===== config.mk =====
export PLATFORM = sky130hd
export DESIGN_NAME = csb_top
export DESIGN_NICKNAME = d
export VERILOG_FILES = /design/src/hdl/csb_pkg.sv /design/src/hdl/csb_checksum.sv /design/src/hdl/csb_serializer.sv /design/src/hdl/csb_top.sv
export VERILOG_INCLUDE_DIRS = /design/src /design/src/hdl
export SDC_FILE = /design/constraint.sdc
export NUM_CORES = 2
export LEC_CHECK = 0
export BUFFER_PORTS_ARGS = -buffer_cell sky130_fd_sc_hd__buf_2
export CAP_MARGIN = 20
export CORE_MARGIN = 2
export CORE_UTILIZATION = 36
export DETAILED_ROUTE_END_ITERATION = 10
export REMOVE_ABC_BUFFERS = 1
export SLEW_MARGIN = 5
export SYNTH_ARGS = -nofsm -noshare
export SYNTH_HDL_FRONTEND = slang
export SYNTH_SLANG_ARGS = --single-unit

===== constraint.sdc =====
create_clock -name hclk -period 2.92 [get_ports hclk]
set_clock_uncertainty 0.05 [all_clocks]
set_input_delay 0.584 -clock hclk [delete_from_list [all_inputs] [get_ports hclk]]
set_output_delay 0.584 -clock hclk [all_outputs]
set_load 0.02 [all_outputs]

===== src/hdl/csb_regs.svh =====
// register map, field positions, reset values and timing counts of the status buffer
`ifndef CSB_REGS_SVH
`define CSB_REGS_SVH
`define CSB_OFS_CTRL        12'h000
`define CSB_OFS_STAT        12'h004
`define CSB_OFS_EBUF_BASE   12'h080
`define CSB_OFS_UBUF_BASE   12'h100
`define CSB_OFS_EBUF_IDX    12'h020
`define CSB_CTRL_INHIBIT    0
`define CSB_CTRL_TWO_BYTE   1
`define CSB_CTRL_CHAN_B     2
`define CSB_CTRL_IRQ_EN     3
`define CSB_CTRL_HW_MODE    4
`define CSB_CTRL_RST        5'h00
`define CSB_STAT_COPIED     0
`define CSB_STAT_IRQ        1
`define CSB_WORDS           24
`define CSB_BLOCK_BITS      192
`define CSB_BIT_PERIOD_NS   64
`define CSB_CLK_PERIOD_NS   8
`define CSB_BIT_CYCLES      (`CSB_BIT_PERIOD_NS / `CSB_CLK_PERIOD_NS)
`endif


===== src/hdl/csb_pkg.sv =====
// types shared by the channel status buffer files
package csb_pkg;
  typedef logic [7:0]  csb_byte_t;
  typedef logic [15:0] csb_word_t;
  typedef logic [4:0]  csb_widx_t;
  typedef enum logic [1:0] {
    CSB_IDLE,
    CSB_COPY,
    CSB_SUM
  } csb_copy_e;
endpackage


===== src/hdl/csb_checksum.sv =====
// bytewise crc-8 step (poly x^8+x^4+x^3+x^2+1, reflected register, data msb first)
module csb_checksum
  import csb_pkg::*;
(
  // clock and reset
  input  wire logic      hclk,
  input  wire logic      hresetn,
  // control
  input  wire logic      clear,
  input  wire logic      step,
  input  wire csb_byte_t data,
  // result
  output csb_byte_t      crc
);
  csb_byte_t crc_q;
  csb_byte_t crc_d;

  always_comb begin
    crc_d = crc_q;
    for (int i = 7; i >= 0; i--) begin
      if (crc_d[0] ^ data[i]) begin
        crc_d = (crc_d >> 1) ^ 8'hB8;
      end else begin
        crc_d = crc_d >> 1;
      end
    end
  end

  always_ff @(posedge hclk or negedge hresetn) begin
    if (!hresetn) begin
      crc_q <= 8'hFF;
    end else if (clear) begin
      crc_q <= 8'hFF;
    end else if (step) begin
      crc_q <= crc_d;
    end
  end

  assign crc = crc_q;
endmodule


===== src/hdl/csb_serializer.sv =====
// walks one transmit block bit by bit, most significant bit of each byte first
module csb_serializer
  import csb_pkg::*;
(
  // clock and reset
  input  wire logic      hclk,
  input  wire logic      hresetn,
  // transmit buffer read
  output csb_widx_t      rd_idx,
  input  wire csb_word_t rd_word,
  // serial status bits
  output logic           bit_a,
  output logic           bit_b,
  output logic           bit_strobe,
  output logic           block_end
);
  `include "csb_regs.svh"

  logic [7:0] bit_q;
  logic [3:0] div_q;

  always_ff @(posedge hclk or negedge hresetn) begin
    if (!hresetn) begin
      div_q <= 4'h0;
      bit_q <= 8'h00;
      bit_strobe <= 1'b0;
      block_end <= 1'b0;
      bit_a <= 1'b0;
      bit_b <= 1'b0;
    end else begin
      bit_strobe <= 1'b0;
      block_end <= 1'b0;
      if (div_q == 4'(`CSB_BIT_CYCLES - 1)) begin
        div_q <= 4'h0;
        bit_strobe <= 1'b1;
        bit_a <= rd_word[15 - {5'h0, bit_q[2:0]}];
        bit_b <= rd_word[7 - {5'h0, bit_q[2:0]}];
        if (bit_q == 8'(`CSB_BLOCK_BITS - 1)) begin
          bit_q <= 8'h00;
          block_end <= 1'b1;
        end else begin
          bit_q <= bit_q + 8'h01;
        end
      end else begin
        div_q <= div_q + 4'h1;
      end
    end
  end

  assign rd_idx = bit_q[7:3];
endmodule


===== src/hdl/csb_top.sv =====
// channel status block buffer: staging and transmit buffers behind an ahb-lite slave
module csb_top
  import csb_pkg::*;
(
  // clock and reset
  input  wire logic        hclk,
  input  wire logic        hresetn,
  // ahb-lite slave
  input  wire logic        hsel,
  input  wire logic [11:0] haddr,
  input  wire logic [1:0]  htrans,
  input  wire logic        hwrite,
  input  wire logic [2:0]  hsize,
  input  wire logic [31:0] hwdata,
  input  wire logic        hready,
  output logic      [31:0] hrdata,
  output logic             hreadyout,
  output logic             hresp,
  // hardware-mode serial status input
  input  wire logic        ser_status_bit,
  input  wire logic        ser_status_valid,
  // serializer side
  output logic             status_bit_a,
  output logic             status_bit_b,
  output logic             status_bit_strobe,
  output logic             block_start,
  output logic             copy_irq
);
  `include "csb_regs.svh"

  // staging, transmit and user data buffers
  csb_word_t  ebuf_q [`CSB_WORDS];
  csb_word_t  fbuf_q [`CSB_WORDS];
  csb_word_t  ubuf_q [`CSB_WORDS];
  logic [4:0] ctrl_q;
  logic       copied_q;
  csb_copy_e  st_q;
  csb_widx_t  cidx_q;
  logic [7:0] ser_cnt_q;

  // bus address phase capture
  logic        wr_pend_q;
  logic        rd_pend_q;
  logic [11:0] addr_q;

  logic        ap_valid;
  csb_widx_t   tx_idx;
  csb_word_t   tx_word;
  logic        bit_a;
  logic        bit_b;
  logic        bit_stb;
  logic        blk_end;
  logic        crc_clear;
  logic        crc_step;
  csb_byte_t   crc_a;
  csb_byte_t   crc_b;

  function automatic logic in_buf(input logic [11:0] a, input logic [11:0] base);
    in_buf = (a >= base) && (a < base + 12'(4 * `CSB_WORDS)) && (a[1:0] == 2'b00);
  endfunction

  function automatic csb_widx_t buf_idx(input logic [11:0] a, input logic [11:0] base);
    logic [11:0] d;
    d = a - base;
    buf_idx = d[6:2];
  endfunction

  assign ap_valid = hsel && hready && htrans[1];

  always_ff @(posedge hclk or negedge hresetn) begin
    if (!hresetn) begin
      wr_pend_q <= 1'b0;
      rd_pend_q <= 1'b0;
      addr_q <= 12'h000;
    end else begin
      wr_pend_q <= ap_valid && hwrite;
      rd_pend_q <= ap_valid && !hwrite;
      if (ap_valid) begin
        addr_q <= haddr;
      end
    end
  end

  // control register: inhibit, access width, channel select, irq enable, hw mode
  always_ff @(posedge hclk or negedge hresetn) begin
    if (!hresetn) begin
      ctrl_q <= `CSB_CTRL_RST;
    end else if (wr_pend_q && addr_q == `CSB_OFS_CTRL) begin
      ctrl_q <= hwdata[4:0];
    end
  end

  // copy flag: set by a copy, cleared by writing 1; set wins over the clear
  always_ff @(posedge hclk or negedge hresetn) begin
    if (!hresetn) begin
      copied_q <= 1'b0;
    end else if (st_q == CSB_SUM) begin
      copied_q <= 1'b1;
    end else if (wr_pend_q && addr_q == `CSB_OFS_STAT && hwdata[`CSB_STAT_COPIED]) begin
      copied_q <= 1'b0;
    end
  end

  always_ff @(posedge hclk or negedge hresetn) begin
    if (!hresetn) begin
      copy_irq <= 1'b0;
    end else begin
      copy_irq <= copied_q && ctrl_q[`CSB_CTRL_IRQ_EN];
    end
  end

  // staging buffer: bus writes and serial hardware-mode input
  generate
    for (genvar w = 0; w < `CSB_WORDS; w++) begin : g_ebuf
      always_ff @(posedge hclk or negedge hresetn) begin
        if (!hresetn) begin
          ebuf_q[w] <= 16'h0000;
        end else if (ctrl_q[`CSB_CTRL_HW_MODE]) begin
          if (ser_status_valid && ser_cnt_q[7:3] == 5'(w)) begin
            ebuf_q[w][15 - {5'h0, ser_cnt_q[2:0]}] <= ser_status_bit;
            ebuf_q[w][7 - {5'h0, ser_cnt_q[2:0]}] <= ser_status_bit;
          end
        end else if (wr_pend_q && in_buf(addr_q, `CSB_OFS_EBUF_BASE)
                     && buf_idx(addr_q, `CSB_OFS_EBUF_BASE) == 5'(w)) begin
          if (ctrl_q[`CSB_CTRL_TWO_BYTE]) begin
            ebuf_q[w] <= hwdata[15:0];
          end else begin
            ebuf_q[w] <= {hwdata[7:0], hwdata[7:0]};
          end
        end
      end
    end
  endgenerate

  always_ff @(posedge hclk or negedge hresetn) begin
    if (!hresetn) begin
      ser_cnt_q <= 8'h00;
    end else if (ser_status_valid && ctrl_q[`CSB_CTRL_HW_MODE]) begin
      ser_cnt_q <= (ser_cnt_q == 8'(`CSB_BLOCK_BITS - 1)) ? 8'h00 : ser_cnt_q + 8'h01;
    end
  end

  // user data buffer: stored only, two-byte access
  generate
    for (genvar w = 0; w < `CSB_WORDS; w++) begin : g_ubuf
      always_ff @(posedge hclk or negedge hresetn) begin
        if (!hresetn) begin
          ubuf_q[w] <= 16'h0000;
        end else if (wr_pend_q && in_buf(addr_q, `CSB_OFS_UBUF_BASE)
                     && buf_idx(addr_q, `CSB_OFS_UBUF_BASE) == 5'(w)) begin
          ubuf_q[w] <= hwdata[15:0];
        end
      end
    end
  endgenerate

  // block copy sequencer; one word per cycle, then checksum into last word for each channel whose pro flag is set
  always_ff @(posedge hclk or negedge hresetn) begin
    if (!hresetn) begin
      st_q <= CSB_IDLE;
      cidx_q <= 5'h00;
    end else begin
      unique case (st_q)
        CSB_IDLE: begin
          if (blk_end && !ctrl_q[`CSB_CTRL_INHIBIT]) begin
            st_q <= CSB_COPY;
            cidx_q <= 5'h00;
          end
        end
        CSB_COPY: begin
          if (cidx_q == 5'(`CSB_WORDS - 1)) begin
            st_q <= CSB_SUM;
          end else begin
            cidx_q <= cidx_q + 5'h01;
          end
        end
        CSB_SUM: begin
          st_q <= CSB_IDLE;
        end
      endcase
    end
  end

  // each word lands long before the serializer first reads it, so no bit goes out stale
  always_ff @(posedge hclk or negedge hresetn) begin
    if (!hresetn) begin
      for (int w = 0; w < `CSB_WORDS; w++) begin
        fbuf_q[w] <= 16'h0000;
      end
    end else if (st_q == CSB_COPY) begin
      fbuf_q[cidx_q] <= ebuf_q[cidx_q];
    end else if (st_q == CSB_SUM) begin
      // pro flag is the top bit of byte 0 of each channel
      if (fbuf_q[0][15]) begin
        fbuf_q[`CSB_WORDS - 1][15:8] <= crc_a;
      end
      if (fbuf_q[0][7]) begin
        fbuf_q[`CSB_WORDS - 1][7:0] <= crc_b;
      end
    end
  end

  assign crc_clear = (st_q == CSB_IDLE);
  assign crc_step  = (st_q == CSB_COPY) && (cidx_q != 5'(`CSB_WORDS - 1));

  csb_checksum u_crc_a (
    .hclk    (hclk),
    .hresetn (hresetn),
    .clear   (crc_clear),
    .step    (crc_step),
    .data    (ebuf_q[cidx_q][15:8]),
    .crc     (crc_a)
  );

  csb_checksum u_crc_b (
    .hclk    (hclk),
    .hresetn (hresetn),
    .clear   (crc_clear),
    .step    (crc_step),
    .data    (ebuf_q[cidx_q][7:0]),
    .crc     (crc_b)
  );

  assign tx_word = fbuf_q[tx_idx];

  csb_serializer u_ser (
    .hclk       (hclk),
    .hresetn    (hresetn),
    .rd_idx     (tx_idx),
    .rd_word    (tx_word),
    .bit_a      (bit_a),
    .bit_b      (bit_b),
    .bit_strobe (bit_stb),
    .block_end  (blk_end)
  );

  always_ff @(posedge hclk or negedge hresetn) begin
    if (!hresetn) begin
      status_bit_a <= 1'b0;
      status_bit_b <= 1'b0;
      status_bit_strobe <= 1'b0;
      block_start <= 1'b0;
    end else begin
      status_bit_a <= bit_a;
      status_bit_b <= bit_b;
      status_bit_strobe <= bit_stb;
      block_start <= blk_end;
    end
  end

  // read data is registered in the address phase so hrdata comes from a flop
  always_ff @(posedge hclk or negedge hresetn) begin
    if (!hresetn) begin
      hrdata <= 32'h0000_0000;
    end else if (ap_valid && !hwrite) begin
      hrdata <= 32'h0000_0000;
      if (haddr == `CSB_OFS_CTRL) begin
        hrdata <= {27'h0, ctrl_q};
      end else if (haddr == `CSB_OFS_STAT) begin
        hrdata <= {30'h0, copy_irq, copied_q};
      end else if (in_buf(haddr, `CSB_OFS_EBUF_BASE)) begin
        if (ctrl_q[`CSB_CTRL_TWO_BYTE]) begin
          hrdata <= {16'h0, ebuf_q[buf_idx(haddr, `CSB_OFS_EBUF_BASE)]};
        end else if (ctrl_q[`CSB_CTRL_CHAN_B]) begin
          hrdata <= {24'h0, ebuf_q[buf_idx(haddr, `CSB_OFS_EBUF_BASE)][7:0]};
        end else begin
          hrdata <= {24'h0, ebuf_q[buf_idx(haddr, `CSB_OFS_EBUF_BASE)][15:8]};
        end
      end else if (in_buf(haddr, `CSB_OFS_UBUF_BASE)) begin
        hrdata <= {16'h0, ubuf_q[buf_idx(haddr, `CSB_OFS_UBUF_BASE)]};
      end
    end
  end

  // zero wait states, always okay; each access decodes its own haddr, no auto-increment
  always_ff @(posedge hclk or negedge hresetn) begin
    if (!hresetn) begin
      hreadyout <= 1'b1;
      hresp <= 1'b0;
    end else begin
      hreadyout <= 1'b1;
      hresp <= 1'b0;
    end
  end
endmodule


==> run_results.csv <==
group,metric,value,unit
pwr,power_switching_share,27.58,%
pwr,comb_power_share,14.7,%
clock_network,worst_skew_pair.late_latency,0.81,ns
route,vias_per_cell,5.501,
floorplan,fp.dieW,410.0,um
floorplan,effective_utilization_at_floorplan,36.37,%
logic_synthesis,netlist_area,59340,um2
global_routing,number_of_global_route_vias_before_repair,42530,
critical_path,cp.arrival,3.86,ns
clock_network,numClockSinks,1239,
cells_and_area,mostFrequentLayoutCells,"sky130_fd_sc_hd__dfrtp_1 (1218), sky130_fd_sc_hd__nand2_1 (1052), sky130_fd_sc_hd__o21ai_0 (781)",
critical_path,critPathKind,"reg -> reg",
placement,place.gp.congestion,0.8905,
clock_network,cts_tree,"built",
logic_synthesis,count_of_warnings_emitted_by_yosys,0,
logic_synthesis,yosys-top-cells-area,"sky130_fd_sc_hd__dfrtp_1 (52%), sky130_fd_sc_hd__mux4_2 (15%), sky130_fd_sc_hd__mux2_2 (7.8%), sky130_fd_sc_hd__nand2_1 (6.7%), sky130_fd_sc_hd__o21ai_0 (6.6%)",
sta,rsz0062_at_grt,"true",
flow_run,maxCapViolations,0,
sta,timing_hold_violations_final,0,
global_routing,overflow,0,
pwr,clock_power_share,42.4,%
cells_and_area,finalNetCount,5316,
sta,period_minus_slack,3.211,ns
pwr,power,0.04169,W
sta,finalWorstSetupSlack,-0.2911,ns
floorplan,floorplan.core_area,163100,um2
pwr,leakage_power_of_the_design,30.43,nW
route,drt_pre_antenna_iters,5,
cells_and_area,multiInputGateArea,27060,um2
floorplan,fp.dieH,410.0,um
logic_synthesis,cell_taking_the_most_area_after_synthesis,"sky130_fd_sc_hd__dfrtp_1",
placement,placement.cell_area,64910,um2
sta,setup_viol,16,
placement,port_buffers,56,
sta,clock.fmax,0.3114,GHz
pwr,power.density,590.1,nW/um2
pwr,maximum_vdd_drop,0.6382,mV
floorplan,area_enclosed_by_the_die_boundary,168100,um2
clock_network,tritoncts.num_buffers,136,
cells_and_area,drive_above_1_share,31.00,%
route,drt_iter0_drc,3695,
cells_and_area,mostFrequentLayoutCell,"sky130_fd_sc_hd__dfrtp_1",
floorplan,core_rows,148,
critical_path,regToRegStartpoint,"cidx_q[0]$_DFFE_PN0P_",
placement,post_detailed_placement_half_perimeter_wirelength,117100,um
cells_and_area,final.fill_count,14970,
logic_synthesis,synth_top_flop_cell,"sky130_fd_sc_hd__dfrtp_1",
logic_synthesis,synth_enable_flop_cells,0,
sta,max_slew.worst_pin.slew,0.9745,ns
logic_synthesis,synth_cell_type_count,73,
global_routing,grt_first_pass_wirelength,271600,um
clock_network,cts-htree-levels,4,
route,drc,0,
sta,finalCritPeriodShare,110.0,%
logic_synthesis,mean_area_per_synthesized_cell,11.87,um2
clock_network,clock_tree.root_cell,"sky130_fd_sc_hd__clkbuf_16",
cells_and_area,seq_area,31040,um2
pwr,power.sequential.fraction,42.9,%
route,remaining_number_of_nets_flagged_by_the_antenna_check_after_routing,0,
critical_path,crit_path_max_fanout,4,
critical_path,start_kind,"flip-flop",
critical_path,crit_path_start,"cidx_q[0]$_DFFE_PN0P_",
hold_path,timing.hold.worst.class,"in -> reg",
critical_path,worstRegToRegCells,13,
global_routing,grt_usage,21.10,%
status,status,"complete, but fails checks",
clock_network,worst_setup_hold_path_clk_slew,0.06,ns
critical_path,endpoint,"u_crc_b.crc[5]$_DFFE_PN1P_",
route,per_cell_routed_wire_length,23.33,um
pwr,p_sw,0.01150,W
logic_synthesis,yosys.area.top_type_share,51.58,%
logic_synthesis,postSynthRegisterBits,1239,
route,vias,41390,
logic_synthesis,synth_cells,5000,
critical_path,r2r-end,"u_crc_b.crc[5]$_DFFE_PN1P_",
critical_path,r2r_setup_slack,-0.29,ns
critical_path,worst-endpoint-required,3.57,ns
global_routing,largest_net_degree_at_the_start_of_global_routing,115,
logic_synthesis,synthArstFlopShare,100.0,%
status,failed_checks,"setup timing",
pwr,power.internal,0.03019,W
global_routing,antenna_violations_before_repair,3,
cells_and_area,postLayoutCellArea,70640,um2
sta,slew_violations,0,
sta,timing.max_slew.rel_slack,35.03,%
critical_path,critPathCaptureType,"flip-flop",
route,finalWirelength,175600,um
floorplan,num_io_pins,95,
cells_and_area,syn2layout_area_growth,19.05,%
logic_synthesis,synth_seq_area_share,52.28,%
clock_network,clockBufferDepth,3,
## cell type report
type | instances | share of cell area, %
Inverter | 42 | 0.2232
Multi-Input combinational cell | 3336 | 38.31
Tap cell | 2175 | 3.852
Antenna cell | 1 | 0.003542
Clock inverter | 52 | 1.114
Clock buffer | 185 | 5.363
Timing Repair Buffer | 495 | 7.188
Sequential cell | 1239 | 43.94
## kinds of logic after synthesis
| group | Yosys count | synth area share, % |
|---|---|---|
| AND/OR/NAND/NOR | 1328 | 8.970 |
| buffers and inverters | 441 | 3.213 |
| XOR/XNOR | 61 | 0.9805 |
| flip-flops | 1239 | 52.28 |
| multiplexers | 884 | 24.48 |
| AO/OA/AOI/OAI | 1035 | 9.845 |
| other | 2 | 0.01266 |
| adder cells (fa/ha/maj) | 10 | 0.2109 |
## how the worst min path moves through the flow
| stage | start | end | slack (ns) | depth (start not counted) |
|---|---|---|---|---|
| 2_1_floorplan | hresetn | addr_q[0]$_DFFE_PN0P_ | 0.24 | 0 |
| 3_3_place_gp | u_ser.bit_strobe$_DFF_PN0_ | status_bit_strobe$_DFF_PN0_ | 0.28 | 0 |
| 4_1_cts | haddr[8] | addr_q[8]$_DFFE_PN0P_ | 0.02 | 2 |
| 5_1_grt | haddr[7] | addr_q[7]$_DFFE_PN0P_ | 0.05 | 2 |
| 3_5_place_dp | u_ser.bit_strobe$_DFF_PN0_ | status_bit_strobe$_DFF_PN0_ | 0.29 | 0 |
| 6_report | haddr[7] | addr_q[7]$_DFFE_PN0P_ | 0.07 | 2 |
## routing by layer
| layer | wire (um) | global-route usage [%] | part of all wire [%] |
|---|---|---|---|
| met1 | 75790 | 29.10 | 43 |
| met2 | 82000 | 33.36 | 47 |
| met3 | 11570 | 3.900 | 6.6 |
| met4 | 6220 | 7.524 | 3.5 |
| met5 | 24 | 0 | 0.014 |
## what timing repair did
item / 4_1_cts / 5_1_grt
endpoints found under the hold margin: 305 / 0
endpoints found under the setup margin: 20 / 56
gates cloned: 4 / 1
buffers inserted: 23 / 16
pin swaps: 58 / 55
hold buffers: 7 / 0
gates resized for setup: 87 / 51
## synthesized netlist by cell type (26+ instances only)
| cell type | number |
|---|---|
| sky130_fd_sc_hd__o21ai_0 | 782 |
| sky130_fd_sc_hd__nor3_1 | 26 |
| sky130_fd_sc_hd__nor2_1 | 131 |
| sky130_fd_sc_hd__inv_1 | 39 |
| sky130_fd_sc_hd__clkbuf_1 | 282 |
| sky130_fd_sc_hd__mux4_2 | 401 |
| sky130_fd_sc_hd__buf_1 | 37 |
| sky130_fd_sc_hd__mux2_2 | 412 |
| sky130_fd_sc_hd__nand2_1 | 1060 |
| sky130_fd_sc_hd__xnor2_1 | 43 |
| sky130_fd_sc_hd__mux2i_1 | 62 |
| sky130_fd_sc_hd__a21oi_1 | 46 |
| sky130_fd_sc_hd__a22oi_1 | 51 |
| sky130_fd_sc_hd__dfrtp_1 | 1223 |
| sky130_fd_sc_hd__buf_2 | 51 |
| sky130_fd_sc_hd__o22ai_1 | 59 |
## state kept, by name, indices dropped and copies added, names as in the netlist, 2 cells and up
name and flops:
addr_q 12, st_q 2, u_ser.bit_q 8, ser_cnt_q 8, ctrl_q 5, ebuf_q 384
fbuf_q 384, hrdata 16, ubuf_q 384, u_crc_b.crc 8, u_crc_a.crc 8, u_ser.div_q 4
cidx_q 5
## per-stage QoR
| stage | setup TNS (ns) | instances | setup slack (ns) | hold slack (ns) | util [%] |
|---|---|---|---|---|---|
| global placement | -8.277 | 7245 | -0.4149 | 0.2846 | 39.79 |
| global route | -4.990 | 7524 | -0.4413 | 0.05359 | 43.30 |
| detailed placement | -8.652 | 7245 | -0.4441 | 0.2910 | 39.79 |
| finish | -3.176 | 7525 | -0.2911 | 0.06505 | 43.30 |
| CTS | -2.700 | 7515 | -0.2284 | 0.01766 | 43.13 |
| floorplan | -1101.17 | 4617 | -3.794 | 0.2384 | - |
## worst max-delay path, stage by stage, from the launching register on
cell and delay [ns]:
sky130_fd_sc_hd__dfrtp_4 0.52, sky130_fd_sc_hd__buf_12 0.15, sky130_fd_sc_hd__buf_8 0.11, sky130_fd_sc_hd__mux4_2 0.50
sky130_fd_sc_hd__a22oi_2 0.21, sky130_fd_sc_hd__nand2_1 0.09, sky130_fd_sc_hd__a221oi_2 0.20, sky130_fd_sc_hd__buf_4 0.22
sky130_fd_sc_hd__xnor2_4 0.13, sky130_fd_sc_hd__xor2_1 0.18, sky130_fd_sc_hd__buf_4 0.17, sky130_fd_sc_hd__xnor2_2 0.13
sky130_fd_sc_hd__nor3_1 0.10, sky130_fd_sc_hd__or3_1 0.35
## power groups by stage
| stage | Clock (W) | Sequential, W | Combinational (W) |
|---|---|---|---|
| 3_3_place_gp | 0 | 0.0181 | 0.00522 |
| 5_1_grt | 0.0187 | 0.0179 | 0.00655 |
| 2_1_floorplan | 0 | 0.0180 | 0.00252 |
| 6_report | 0.0177 | 0.0179 | 0.00615 |
| 4_1_cts | 0.0180 | 0.0179 | 0.00582 |
| 3_5_place_dp | 0 | 0.0182 | 0.00529 |
Power figures use the tool's default switching activity.
